$ cat config.mk
export PLATFORM = sky130hd
export DESIGN_NAME = cic_scan
export DESIGN_NICKNAME = d
export VERILOG_FILES = /design/src/cic_pkg.sv /design/src/cic_fifo.sv /design/src/cic_scan.sv
export SDC_FILE = /design/constraint.sdc
export NUM_CORES = 2
export LEC_CHECK = 0
export ABC_AREA = 0
export BUFFER_PORTS_ARGS = -buffer_cell sky130_fd_sc_hd__buf_2
export CORE_MARGIN = 3
export CORE_UTILIZATION = 70
export DETAILED_ROUTE_END_ITERATION = 10
export PLACE_DENSITY = 0.95
export SYNTH_ARGS = -nofsm -noshare
export SYNTH_HDL_FRONTEND = slang
export SYNTH_HIERARCHICAL = 1
export SYNTH_SLANG_ARGS = --single-unit
$ cat constraint.sdc
create_clock -name MCLK -period 22.1 [get_ports MCLK]
set_clock_uncertainty 0.2 [all_clocks]
set_input_delay 2.21 -clock MCLK [delete_from_list [all_inputs] [get_ports MCLK]]
set_output_delay 2.21 -clock MCLK [all_outputs]
set_load 0.02 [all_outputs]
$ cat src/cic_pkg.sv
// ----------------------------------------------------------------------------
// Purpose : Shared constants and types of the current input scan/calibrate block
// Assumes : One clock, synchronous active-high reset
// Notes   : Reference figures are plain defaults, overridable at the top
// ----------------------------------------------------------------------------
package cic_pkg;

	// ------------------------------------------------------------------------
	// Geometry
	// ------------------------------------------------------------------------
	localparam int NUM_CH  = 8;
	localparam int CH_W    = 3;
	localparam int SMP_W   = 16;
	localparam int GRP_N   = 4;
	localparam int GRP_W   = 2;
	localparam int FRAC    = 16;
	localparam int SCALE_W = 18;
	localparam int BUF_DEPTH = 2;

	// ------------------------------------------------------------------------
	// Calibration constants and reset values
	// ------------------------------------------------------------------------
	localparam logic [SCALE_W-1:0] SCALE_ONE = 18'h10000;
	localparam logic [SCALE_W-1:0] OFFS_RST  = 18'h00000;
	localparam logic [SMP_W-1:0]   SMP_MAX   = 16'hFFFF;
	localparam logic [SMP_W-1:0]   REF_NOM_DEF = 16'hC000;
	localparam logic [SMP_W-1:0]   REF_LO_DEF  = 16'hB800;
	localparam logic [SMP_W-1:0]   REF_HI_DEF  = 16'hC800;

	// ------------------------------------------------------------------------
	// Timing: reference sweep once per minute at 250 MHz
	// ------------------------------------------------------------------------
	localparam longint CAL_PERIOD_S   = 60;
	localparam longint CLK_HZ         = 250_000_000;
	localparam longint CAL_CYCLES_DEF = CAL_PERIOD_S * CLK_HZ;
	localparam int     CAL_CNT_W      = 36;

	// ------------------------------------------------------------------------
	// Carriers
	// ------------------------------------------------------------------------
	typedef struct packed {
		logic [CH_W-1:0]  ch;
		logic             fault;
		logic [SMP_W-1:0] value;
	} cic_word_t;

	typedef struct packed {
		logic             we;
		logic [CH_W-1:0]  ch;
		logic [GRP_W-1:0] group;
	} cic_cfg_t;

	typedef enum logic [4:0] {
		ST_IDLE = 5'b00001,
		ST_CONV = 5'b00010,
		ST_REF  = 5'b00100,
		ST_OFFS = 5'b01000,
		ST_PUSH = 5'b10000
	} cic_state_t;

endpackage

$ cat src/cic_fifo.sv
// ----------------------------------------------------------------------------
// Purpose : Small valid/ready FIFO between the sequencer and the memory port
// Assumes : Same clock on both sides
// Notes   : Read data comes straight from the storage flops
// ----------------------------------------------------------------------------
`timescale 1ns/100ps
module cic_fifo #(
	parameter int WIDTH = 20,
	parameter int DEPTH = 2
) (
	// Clock and reset
	input  wire logic             clk,
	input  wire logic             rst,
	// Filling side
	input  wire logic             in_valid,
	output logic                  in_ready,
	input  wire logic [WIDTH-1:0] in_data,
	// Draining side
	output logic                  out_valid,
	input  wire logic             out_ready,
	output logic [WIDTH-1:0]      out_data
);
	localparam int PTR_W = (DEPTH > 1) ? $clog2(DEPTH) : 1;

	// ------------------------------------------------------------------------
	// Parameter check
	// ------------------------------------------------------------------------
	if (DEPTH < 2 || (DEPTH & (DEPTH - 1)) != 0 || WIDTH < 1) begin : g_bad
		$error("cic_fifo: DEPTH must be a power of two >= 2");
	end

	logic [WIDTH-1:0] mem_ff [DEPTH];
	logic [WIDTH-1:0] nxt_mem [DEPTH];
	logic [PTR_W-1:0] wptr_ff, nxt_wptr, rptr_ff, nxt_rptr;
	logic [PTR_W:0]   cnt_ff, nxt_cnt;
	logic             push, pop;

	// Handshakes and head of queue
	assign in_ready  = (cnt_ff != (PTR_W+1)'(DEPTH));
	assign out_valid = (cnt_ff != '0);
	assign out_data  = mem_ff[rptr_ff];
	assign push      = in_valid & in_ready;
	assign pop       = out_valid & out_ready;

	// Next pointers, count and storage
	always_comb begin
		nxt_mem  = mem_ff;
		nxt_wptr = wptr_ff;
		nxt_rptr = rptr_ff;
		nxt_cnt  = cnt_ff;
		if (push) begin
			nxt_mem[wptr_ff] = in_data;
			nxt_wptr         = wptr_ff + 1'b1;
		end
		if (pop) begin
			nxt_rptr = rptr_ff + 1'b1;
		end
		if (push && !pop) begin
			nxt_cnt = cnt_ff + 1'b1;
		end else if (pop && !push) begin
			nxt_cnt = cnt_ff - 1'b1;
		end
	end

	// Register stage
	always_ff @(posedge clk) begin
		if (rst) begin
			wptr_ff <= '0;
			rptr_ff <= '0;
			cnt_ff  <= '0;
			for (int i = 0; i < DEPTH; i++) begin
				mem_ff[i] <= '0;
			end
		end else begin
			wptr_ff <= nxt_wptr;
			rptr_ff <= nxt_rptr;
			cnt_ff  <= nxt_cnt;
			mem_ff  <= nxt_mem;
		end
	end

endmodule

$ cat src/cic_scan.sv
// ----------------------------------------------------------------------------
// Purpose : Channel scan, reference calibration and fault indication sequencer
// Assumes : Converter, config and key ports run on MCLK; BOARD_FAULT is a pin
// Notes   : Results leave through a two-entry FIFO toward the dual-port RAM
// ----------------------------------------------------------------------------
`timescale 1ns/100ps
module cic_scan
	import cic_pkg::*;
#(
	parameter longint          CAL_CYCLES = CAL_CYCLES_DEF,
	parameter logic [SMP_W-1:0] REF_NOM    = REF_NOM_DEF,
	parameter logic [SMP_W-1:0] REF_LO     = REF_LO_DEF,
	parameter logic [SMP_W-1:0] REF_HI     = REF_HI_DEF
) (
	// Clock and reset
	input  wire logic             MCLK,
	input  wire logic             SRST,
	// Host configuration and status
	input  wire cic_cfg_t         CFG,
	input  wire logic             INIT_DONE,
	input  wire logic             KEY_VALID,
	input  wire logic [GRP_N-1:0] KEY_GROUPS,
	// On-board status
	input  wire logic             SELFTEST_PASS,
	input  wire logic             BOARD_FAULT,
	// Multiplexers and converter
	output logic [CH_W-1:0]       MUX_CH,
	output logic                  MUX_REF,
	output logic                  ADC_START,
	input  wire logic             ADC_DONE,
	input  wire logic [SMP_W-1:0] ADC_DATA,
	// Dual-port memory write side
	output logic                  DPR_VALID,
	input  wire logic             DPR_READY,
	output cic_word_t             DPR_WORD,
	// Indicators
	output logic [NUM_CH-1:0]     CH_FAULT,
	output logic                  FAULT_LED
);

	// ------------------------------------------------------------------------
	// Derived constants and checks
	// ------------------------------------------------------------------------
	localparam logic [CAL_CNT_W-1:0] CAL_LAST = CAL_CNT_W'(CAL_CYCLES - 1);
	localparam logic [SCALE_W-1:0]   GAIN_K   = SCALE_W'(int'(SCALE_ONE) / int'(REF_NOM));
	localparam logic [CH_W-1:0]      CH_LAST  = CH_W'(NUM_CH - 1);

	if (CAL_CYCLES < 1 || CAL_CYCLES >= (64'd1 << CAL_CNT_W)) begin : g_bad_cal
		$error("cic_scan: CAL_CYCLES out of range");
	end
	if (REF_LO > REF_NOM || REF_NOM > REF_HI || REF_NOM == '0) begin : g_bad_ref
		$error("cic_scan: reference limits must bracket REF_NOM");
	end

	// ------------------------------------------------------------------------
	// Arithmetic helpers
	// ------------------------------------------------------------------------
	// Raw sample times unsigned fixed-point scale, fraction dropped
	function automatic logic [SCALE_W-1:0] apply_scale(input logic [SMP_W-1:0] raw,
		input logic [SCALE_W-1:0] scl);
		logic [SMP_W+SCALE_W-1:0] prod;
		prod = (SMP_W+SCALE_W)'(raw) * (SMP_W+SCALE_W)'(scl);
		return prod[FRAC+SCALE_W-1:FRAC];
	endfunction

	// Clamp a signed sum into the unsigned sample range
	function automatic logic [SMP_W-1:0] clamp(input logic signed [SCALE_W+1:0] v);
		if (v < 0) begin
			return '0;
		end else if (v > $signed({4'h0, SMP_MAX})) begin
			return SMP_MAX;
		end
		return v[SMP_W-1:0];
	endfunction

	// Lowest pending channel
	function automatic logic [CH_W-1:0] first_set(input logic [NUM_CH-1:0] m);
		logic [CH_W-1:0] r;
		r = '0;
		for (int i = NUM_CH - 1; i >= 0; i--) begin
			if (m[i]) begin
				r = CH_W'(i);
			end
		end
		return r;
	endfunction

	// ------------------------------------------------------------------------
	// Pin synchroniser for the board fault input
	// ------------------------------------------------------------------------
	logic bf_meta_ff, bf_sync_ff;

	// Two flops before any use
	always_ff @(posedge MCLK) begin
		if (SRST) begin
			bf_meta_ff <= 1'b0;
			bf_sync_ff <= 1'b0;
		end else begin
			bf_meta_ff <= BOARD_FAULT;
			bf_sync_ff <= bf_meta_ff;
		end
	end

	// ------------------------------------------------------------------------
	// Sequencer state
	// ------------------------------------------------------------------------
	cic_state_t             state_ff, nxt_state;
	logic [GRP_W-1:0]       grp_ff [NUM_CH], nxt_grp [NUM_CH];
	logic [SCALE_W-1:0]     scale_ff [NUM_CH], nxt_scale [NUM_CH];
	logic [SCALE_W-1:0]     offs_ff [NUM_CH], nxt_offs [NUM_CH];
	logic [SMP_W-1:0]       last_ff [NUM_CH], nxt_last [NUM_CH];
	logic [NUM_CH-1:0]      fault_ff, nxt_fault;
	logic [NUM_CH-1:0]      pend_ff, nxt_pend;
	logic [CAL_CNT_W-1:0]   cnt_ff, nxt_cnt;
	logic                   due_ff, nxt_due;
	logic [CH_W-1:0]        cal_ch_ff, nxt_cal_ch;
	logic [CH_W-1:0]        mux_ch_ff, nxt_mux_ch;
	logic                   mux_ref_ff, nxt_mux_ref;
	logic                   start_ff, nxt_start;
	logic [SMP_W-1:0]       ref_ff, nxt_ref;
	cic_word_t              word_ff, nxt_word;
	logic                   led_ff, nxt_led;
	logic                   buf_ready;
	logic [NUM_CH-1:0]      key_hits;
	logic                   init_ok;
	logic signed [SCALE_W+1:0] sum;
	logic signed [SCALE_W+1:0] diff;

	assign init_ok = SELFTEST_PASS & INIT_DONE;

	// Channels whose group the key names
	always_comb begin
		for (int i = 0; i < NUM_CH; i++) begin
			key_hits[i] = KEY_VALID & init_ok & KEY_GROUPS[grp_ff[i]];
		end
	end

	// Correction of current sample and reference deviation
	always_comb begin
		sum  = $signed({2'b00, apply_scale(ADC_DATA, scale_ff[mux_ch_ff])})
			+ $signed({{2{offs_ff[mux_ch_ff][SCALE_W-1]}}, offs_ff[mux_ch_ff]});
		diff = $signed({4'h0, REF_NOM}) - $signed({4'h0, ref_ff});
	end

	// Next-state logic
	always_comb begin
		nxt_state   = state_ff;
		nxt_grp     = grp_ff;
		nxt_scale   = scale_ff;
		nxt_offs    = offs_ff;
		nxt_last    = last_ff;
		nxt_fault   = fault_ff;
		nxt_cal_ch  = cal_ch_ff;
		nxt_mux_ch  = mux_ch_ff;
		nxt_mux_ref = mux_ref_ff;
		nxt_start   = 1'b0;
		nxt_ref     = ref_ff;
		nxt_word    = word_ff;
		nxt_due     = due_ff;
		nxt_cnt     = cnt_ff + 1'b1;
		nxt_pend    = pend_ff | key_hits;
		if (CFG.we) begin
			nxt_grp[CFG.ch] = CFG.group;
		end
		unique case (state_ff)
			ST_IDLE: begin
				if (pend_ff != '0) begin
					nxt_mux_ch  = first_set(pend_ff);
					nxt_mux_ref = 1'b0;
					nxt_pend[first_set(pend_ff)] = key_hits[first_set(pend_ff)];
					nxt_start   = 1'b1;
					nxt_state   = ST_CONV;
				end else if (due_ff) begin
					nxt_mux_ch  = cal_ch_ff;
					nxt_mux_ref = 1'b1;
					nxt_start   = 1'b1;
					nxt_state   = ST_REF;
				end
			end
			ST_CONV: begin
				if (ADC_DONE) begin
					nxt_last[mux_ch_ff] = clamp(sum);
					nxt_word  = '{ch: mux_ch_ff, fault: fault_ff[mux_ch_ff], value: clamp(sum)};
					nxt_state = ST_PUSH;
				end
			end
			ST_REF: begin
				if (ADC_DONE) begin
					nxt_ref    = ADC_DATA;
					nxt_cal_ch = cal_ch_ff + 1'b1;
					if (cal_ch_ff == CH_LAST) begin
						nxt_due = 1'b0;
					end
					if (ADC_DATA < REF_LO || ADC_DATA > REF_HI) begin
						nxt_fault[mux_ch_ff] = 1'b1;
						nxt_word  = '{ch: mux_ch_ff, fault: 1'b1, value: last_ff[mux_ch_ff]};
						nxt_state = ST_PUSH;
					end else begin
						nxt_fault[mux_ch_ff] = 1'b0;
						nxt_state = ST_OFFS;
					end
				end
			end
			ST_OFFS: begin
				nxt_scale[mux_ch_ff] = SCALE_W'(SCALE_ONE + SCALE_W'(diff) * GAIN_K);
				nxt_offs[mux_ch_ff]  = SCALE_W'($signed({4'h0, REF_NOM})
					- $signed({2'b00, apply_scale(ref_ff, SCALE_W'(SCALE_ONE + SCALE_W'(diff) * GAIN_K))}));
				nxt_word  = '{ch: mux_ch_ff, fault: 1'b0, value: last_ff[mux_ch_ff]};
				nxt_state = ST_PUSH;
			end
			ST_PUSH: begin
				if (buf_ready) begin
					nxt_state = ST_IDLE;
				end
			end
		endcase
		if (cnt_ff == CAL_LAST) begin
			nxt_cnt    = '0;
			nxt_due    = 1'b1;
		end
		if (!due_ff && nxt_due) begin
			nxt_cal_ch = '0;
		end
		nxt_led = ~init_ok | (|fault_ff) | bf_sync_ff;
	end

	// Register stage
	always_ff @(posedge MCLK) begin
		if (SRST) begin
			state_ff   <= ST_IDLE;
			fault_ff   <= '0;
			pend_ff    <= '0;
			cnt_ff     <= '0;
			due_ff     <= 1'b1;
			cal_ch_ff  <= '0;
			mux_ch_ff  <= '0;
			mux_ref_ff <= 1'b0;
			start_ff   <= 1'b0;
			ref_ff     <= '0;
			word_ff    <= '0;
			led_ff     <= 1'b1;
			for (int i = 0; i < NUM_CH; i++) begin
				grp_ff[i]   <= '0;
				scale_ff[i] <= SCALE_ONE;
				offs_ff[i]  <= OFFS_RST;
				last_ff[i]  <= '0;
			end
		end else begin
			state_ff   <= nxt_state;
			grp_ff     <= nxt_grp;
			scale_ff   <= nxt_scale;
			offs_ff    <= nxt_offs;
			last_ff    <= nxt_last;
			fault_ff   <= nxt_fault;
			pend_ff    <= nxt_pend;
			cnt_ff     <= nxt_cnt;
			due_ff     <= nxt_due;
			cal_ch_ff  <= nxt_cal_ch;
			mux_ch_ff  <= nxt_mux_ch;
			mux_ref_ff <= nxt_mux_ref;
			start_ff   <= nxt_start;
			ref_ff     <= nxt_ref;
			word_ff    <= nxt_word;
			led_ff     <= nxt_led;
		end
	end

	// ------------------------------------------------------------------------
	// Output buffer toward the dual-port memory
	// ------------------------------------------------------------------------
	cic_fifo #(
		.WIDTH ($bits(cic_word_t)),
		.DEPTH (BUF_DEPTH)
	) u_fifo (
		.clk       (MCLK),
		.rst       (SRST),
		.in_valid  (state_ff == ST_PUSH),
		.in_ready  (buf_ready),
		.in_data   (word_ff),
		.out_valid (DPR_VALID),
		.out_ready (DPR_READY),
		.out_data  (DPR_WORD)
	);

	// Registered outputs
	assign MUX_CH    = mux_ch_ff;
	assign MUX_REF   = mux_ref_ff;
	assign ADC_START = start_ff;
	assign CH_FAULT  = fault_ff;
	assign FAULT_LED = led_ff;

endmodule

### Yosys cells after proc, flatten, opt, wreduce, memory -nomap -nowiden

Cells that the tools add are included.
W data, S select, Z words.

* word-level logic and storage cells: 246
* flip-flop bits (word level): 581

* bitwise gates (word level): 24
* reductions and logical operators: 26
* mux-type cells: 95
* equal/unequal tests: 13
* $lt $le $gt $ge: 23
* $add $sub $neg: 10
* multiply operators: 2

Operator list (count)
* $bwmux W144: 2
* $mux W20: 7
* $bwmux W128: 1
* $mux W16: 8
* $bmux W18 S3: 2
* $mux W18: 5
* $mul A16 B18 Y34: 2
* $pmux W20 S3: 1
* $demux W18 S3: 1
* $bmux W16 S3: 1
* $demux W16 S3: 1
* $bwmux W40: 1
* $add A36 B1 Y36 const B: 1
* $eq A36 B34 Y1 const B: 1
* $mux W3: 12
* $mux W5: 6
* $pmux W5 S5: 1
* $lt A2 B3 Y1 const B: 8
* $mux W1: 24
* $mux W8: 3
* $add A19 B18 Y20: 1
* $demux W20 S1: 1
* $gt A20 B17 Y1 const B: 1
* $lt A20 B1 Y1 const B: 1
* other kinds (48): 101

### Depth between registers and ports, before layout

* word-level depth: 17
* mapped depth: 46
* gate-level depth less buffers: 41

### Hierarchy

Netlist, hierarchy kept.

By module, submodules not included
* cic_scan: times used 1, area an instance 40603.9 sq um, seq. area each 10590.2 sq um, cells an instance 4700
* cic_fifo: times used 1, area an instance 2115.8 sq um, seq. area each 880.8 sq um, cells an instance 223

### Worst setup path after synthesis

OpenSTA, ideal clock, no wires.

* kind: input to register
* from: input ADC_DATA[8]
* to: register word_ff[14] (netlist name)
* setup slack: 11.117 ns
* arrival: 10.666 ns
* stages: 36
* required time: 21.783 ns
* path through: clkbuf_1 -> clkbuf_1 -> nand2_1 -> fa_1 -> inv_1 -> fa_1 -> inv_1 -> fa_1 -> inv_1 -> fa_1 -> fa_1 -> inv_1 -> fa_1 -> inv_1 -> ha_1 -> a21oi_1 -> nor2b_1 -> o21ai_0 -> o211ai_1 -> o31a_1 -> a41o_1 -> and4_4 -> a2111oi_4 -> xnor2_1 -> ha_1 -> or2_2 -> a21o_1 -> and4_1 -> a22oi_1 -> a21oi_1 -> mux2i_1 -> or2_2 -> clkbuf_1 -> clkbuf_1 -> or3_1 -> a32o_1

* cells in the longest elaborated chain, start to end: 10
* elaborated cells between the ends (all ways): 17

RTL lines
* start: declaration: RTL line cic_scan.sv:31 `input wire logic [SMP_W-1:0] ADC_DATA,`
* $mul A16 B18 Y34: RTL line cic_scan.sv:62 `prod = (SMP_W+SCALE_W)'(raw) * (SMP_W+SCALE_W)'(scl);`
* $add A19 B18 Y20: RTL line cic_scan.sv:141 `+ $signed({{2{offs_ff[mux_ch_ff][SCALE_W-1]}}, offs_ff[mux_ch_ff]});`
* $gt A20 B17 Y1: RTL line cic_scan.sv:70 `end else if (v > $signed({4'h0, SMP_MAX})) begin`
* $mux W1: RTL line cic_scan.sv:70
* $mux W1: RTL line cic_scan.sv:68 `if (v < 0) begin`
* $mux W1: RTL line cic_scan.sv:181 `if (ADC_DONE) begin`
* $mux W1: RTL line cic_scan.sv:165 `unique case (state_ff)`
* $mux W16: RTL line cic_scan.sv:73 `return v[SMP_W-1:0];`
* $mux W20: RTL line cic_scan.sv:181
* $pmux W20 S3: RTL line cic_scan.sv:165
* end signal: assignment: RTL line cic_scan.sv:263 `word_ff <= nxt_word;`
* end: declaration: RTL line cic_scan.sv:121 `cic_word_t word_ff, nxt_word;`

Parallel ways exist; a longest one is shown, timed or not. The select of a mux whose other input is x is not followed.
A chain may end at the register's enable or synchronous reset.

### Worst setup path in the final report

* from: register mux_ch_ff[0], in the netlist MUX_CH[0]
* to: register last_ff[11] (netlist name)

* cells in the longest elaborated chain, start to end: 15
* elaborated cells between the ends (all ways): 25

RTL lines
* start: declaration: RTL line cic_scan.sv:117 `logic [CH_W-1:0] mux_ch_ff, nxt_mux_ch;`
* start signal: assignment: RTL line cic_scan.sv:259 `mux_ch_ff <= nxt_mux_ch;`
* $not A3 Y4 (not written as such) *: RTL line cic_scan.sv:140, cic_scan.sv:141, cic_scan.sv:182
* $bmux W18 S3: RTL line cic_scan.sv:140 `sum = $signed({2'b00, apply_scale(ADC_DATA, scale_ff[mux_ch_ff])})`
* $mux W18 (not written as such) (2 in series): RTL line cic_scan.sv:140
* $mul A16 B18 Y34: RTL line cic_scan.sv:62
* $add A19 B18 Y20: RTL line cic_scan.sv:141
* $gt A20 B17 Y1: RTL line cic_scan.sv:70
* $mux W1: RTL line cic_scan.sv:70
* $mux W1: RTL line cic_scan.sv:68
* $mux W1: RTL line cic_scan.sv:181
* $mux W1: RTL line cic_scan.sv:165
* $mux W16: RTL line cic_scan.sv:73
* $mux W16: RTL line cic_scan.sv:181
* $mux W16: RTL line cic_scan.sv:165
* $bwmux W128 *: RTL line cic_scan.sv:182 `nxt_last[mux_ch_ff] = clamp(sum);`
* end signal: assignment: RTL line cic_scan.sv:253 `last_ff <= nxt_last;`
* end: declaration: RTL line cic_scan.sv:111 `logic [SMP_W-1:0] last_ff [NUM_CH], nxt_last [NUM_CH];`

Mark *: on every way between the ends. The rest lies on a longest branch, timed or not. The select of a mux whose other input is x is not followed.

==> results by group <==
Critical path
  • Library cell contributing the largest single delay on the critical path: sky130_fd_sc_hd__o21ai_1
  • Max FO, Critical Path: 31
  • Classification of the worst setup path: reg2reg
  • Buffers & Inverters on Critical Path: 7
  • Required time worst endpoint: 22340 ps
  • Critical R2R Launch: MUX_CH[0]
  • Cell class contributing the biggest share of worst-path delay: compound AO/OA/AOI/OAI gates
  • Worst setup path end: last_ff[11]
  • Type of element launching the critical path: register
  • Depth of the critical timing path with buffers and inverters included: 38
  • Depth of the worst register-to-register path: 38
  • Highest cell delay on the worst timing path: 1090 ps
  • Most frequent cell on the critical path: sky130_fd_sc_hd__fa_1
  • Crit end category: register
  • Critical path origin: MUX_CH[0]
  • Endpoint of the worst register-to-register path: last_ff[11]
  • Worst setup slack for register-to-register paths: 9590 ps
  • Arrival time worst endpoint: 12750 ps

Route
  • Met1 Wirelength: 43700 um
  • DRC errors left: 0
  • Uppermost layer routed: met4
  • Iteration count of the initial detailed-routing pass: 7
  • Met2 routed wirelength: 55700 um
  • Average wire length per cell after detail routing: 21.8 um
  • Via Count: 37064
  • Number of DRC markers in iteration 0: 5025
  • Ratio of routed vias to standard cells: 6.65
  • Met3 wire length: 15000 um
  • Number of nets with antenna violations after detailed routing: 0
  • Aggregate routed wire length: 122000 um

Synth
  • Most used standard cells in the synthesized netlist: 573 x sky130_fd_sc_hd__dfxtp_1, 526 x sky130_fd_sc_hd__nand2_1, 522 x sky130_fd_sc_hd__inv_1, 455 x sky130_fd_sc_hd__nor2_1, 417 x sky130_fd_sc_hd__fa_1
  • Netlist Area Pre-Place: 0.0427 mm^2
  • Top-count cell post-synth: sky130_fd_sc_hd__dfxtp_1
  • Synth Instances: 4923
  • Fraction of registers with async set or reset after synthesis: 0%
  • Top cells by area in the synthesized netlist: sky130_fd_sc_hd__dfxtp_1 27%, sky130_fd_sc_hd__fa_1 20%, sky130_fd_sc_hd__ha_1 7.5%
  • Number of synthesis warnings: 6
  • Nets in the synthesized netlist: 5629
  • EDFF count, synth: 0
  • Most area-hungry cell type in the Yosys netlist: sky130_fd_sc_hd__dfxtp_1
  • Post-synthesis cell type count: 93
  • Mean area per synthesized cell: 8.68 um^2
  • Synth Flop Type: sky130_fd_sc_hd__dfxtp_1
  • Top-area cell type share of the netlist area: 26.9%
  • Synthesized flop and latch total: 573
  • Share of the yosys chip area belonging to registers: 26.9%

Cells and area
  • Post-layout nets: 5457
  • Count of fill cells added during filler insertion: 3685
  • Fraction of final layout cells with drive strength greater than 1: 6.23%
  • Non-filler instance count after layout: 5573
  • Area delta synth->final: 5.42%

Timing
  • Hold Fails Final Rpt: 0
  • Number of endpoints failing setup at the final stage: 0
  • Transition time at the pin with the least slew margin: 1400 ps
  • Period utilisation layout: 56.6%
  • Normalized max-slew margin: 5.71%
  • Max-slew violation total from the final report: 0
  • Min Clock Period, post-route: 12510 ps
  • F_max: 79.9 MHz
  • Summed negative setup slack over all endpoints: 0 ps
  • Hold_ws: 252 ps
  • Setup repair after global routing missed its margin: false

Place
  • DP HPWL: 81300 um
  • Count of placed standard cells including taps: 5466
  • Final weighted congestion in routability-driven placement: 0.955
  • Port bufs: 68

Global routing
  • Pin count of the biggest net entering global routing: 246
  • GRT Util Overall: 37.8%
  • Via count of the first global-routing pass: 38017
  • Total gr overflow: 0
  • First-pass GRT wire length: 195000 um
  • Initial antenna violation count: 1

Clock network
  • Clock latency of the later-clocked register in the worst-skew pair: 620 ps
  • Clock Path Buffers: 3
  • Clock input transition at the sequential cells of the worst setup and hold paths: 70 ps
  • Number of sinks driven by the clock tree: 573
  • Root buffer selected by CTS: sky130_fd_sc_hd__clkbuf_16
  • Number of post-CTS setup repair buffers: 0
  • H-Tree Depth: 2
  • CTS tree: built
  • Post-CTS Hold Fix Bufs: 0
  • Resize count post-CTS: 0
  • Number of buffers created by CTS: 56

Floorplan
  • Area of the die: 0.0640 mm^2
  • Number of core rows: 89
  • Initial core utilization: 71.6%
  • Die boundary height: 253 um
  • Core Area: 0.0597 mm^2
  • I/O Pins: 69
  • Die X-Extent: 253 um

Power and ir drop
  • Seq pwr share: 39.3%
  • Worst ir drop on vdd: 0.0911 mV
  • Combinational power share: 24.7%
  • Net load switching power: 0.935 mW
  • Leakage power summed over all cells: 18.5 nW
  • Power density cells: 60.8 mW/mm^2
  • Clock network fraction of design power: 36.0%
  • Sw frac: 34.1%
  • Cell-internal power: 1.80 mW

Run status
  • Run status: completed

Run
  • Count of maximum capacitance violations: 0

Min path
  • Worst hold stages: 1
  • Class of the worst hold path: reg2reg
  • Hold Startpoint: bf_meta_ff
## sequential cells by signal, summed over array words and instances, names as in the netlist, named ones only
name / count
MUX_REF: 1
bf_sync_ff: 1
scale_ff: 136
MUX_CH: 3
grp_ff: 16
ref_ff: 16
word_ff: 20
last_ff: 128
u_fifo/mem_ff: 40
u_fifo/cnt_ff: 2
u_fifo/rptr_ff: 1
due_ff: 1
offs_ff: 144
FAULT_LED: 1
pend_ff: 8
state_ff: 5
u_fifo/wptr_ff: 1
cal_ch_ff: 3
ADC_START: 1
cnt_ff: 36
bf_meta_ff: 1
## worst min-delay path by stage
stage | endpoint | slack (ps)
final | bf_sync_ff | 250
after floorplan | bf_sync_ff | 210
after global placement | bf_sync_ff | 220
after global routing | bf_sync_ff | 260
after detailed placement | bf_sync_ff | 230
after CTS | bf_sync_ff | 250
## metrics by stage
stage	utilization (%)	setup slack, ps	instance area, um^2	power, mW
5_1_grt	75.4	8990	45000	2.81
2_1_floorplan	-	11120	42700	1.53
4_1_cts	75.4	9790	45000	2.70
3_3_place_gp	72.2	10310	43100	1.72
6_report	75.5	9590	45000	2.74
3_5_place_dp	72.2	9890	43100	1.74
## cell usage in the layout, fill, tap and decap left out, types with 16 or more instances in the layout
master	instances
sky130_fd_sc_hd__nor2_1	442
sky130_fd_sc_hd__xor2_1	47
sky130_fd_sc_hd__o21ai_1	32
sky130_fd_sc_hd__a21oi_1	209
sky130_fd_sc_hd__inv_1	521
sky130_fd_sc_hd__and2_1	159
sky130_fd_sc_hd__clkinv_2	16
sky130_fd_sc_hd__nor2b_1	79
sky130_fd_sc_hd__a211oi_1	259
sky130_fd_sc_hd__o21ai_0	103
sky130_fd_sc_hd__nand2b_1	205
sky130_fd_sc_hd__and3_1	22
sky130_fd_sc_hd__or3_1	21
sky130_fd_sc_hd__dfxtp_1	573
sky130_fd_sc_hd__o211ai_1	19
sky130_fd_sc_hd__nand2_1	526
sky130_fd_sc_hd__mux2i_1	48
sky130_fd_sc_hd__buf_2	67
sky130_fd_sc_hd__mux2_2	23
sky130_fd_sc_hd__buf_4	36
sky130_fd_sc_hd__a21o_1	24
sky130_fd_sc_hd__nand4_1	61
sky130_fd_sc_hd__a22oi_1	172
sky130_fd_sc_hd__clkbuf_16	57
sky130_fd_sc_hd__nand3_1	63
sky130_fd_sc_hd__ha_1	255
sky130_fd_sc_hd__fa_1	417
sky130_fd_sc_hd__a221oi_1	23
sky130_fd_sc_hd__xnor2_1	34
sky130_fd_sc_hd__nor3_1	31
## routing by layer
layer	vias to the layer above	GRT usage [%]
met5	-	0
met4	0	20.7
met3	698	9.67
met2	2616	61.0
met1	17755	46.8
li1	15995	-
## power by group through the flow
stage | Clock, mW | Combinational, mW | Sequential [mW]
after floorplan | 0 | 0.444 | 1.08
after global placement | 0 | 0.620 | 1.10
after detailed placement | 0 | 0.638 | 1.10
after CTS | 0.978 | 0.647 | 1.07
after global routing | 1.02 | 0.715 | 1.08
final | 0.986 | 0.677 | 1.08
## cell type report
cell class	count	area (um^2)	area share, %
antenna	4	10.0	0.0222
clock buffer	76	1620	3.59
clock inverter	27	293	0.650
inverter	525	1970	4.38
multi-input combinational	3490	28100	62.3
sequential	573	11500	25.5
tap	773	967	2.15
timing repair buffer	105	641	1.42
## logic make-up after synthesis
logic type,share of synthesized area [%]
xor gates and xnor gates,1.70
and+or+nand+nor,19.2
buffers and inverters,7.70
muxes,2.42
AOI/OAI and AO/OA,15.1
DFF,26.9
adders and majority gates,27.0
(Power assumes the default switching activity.)
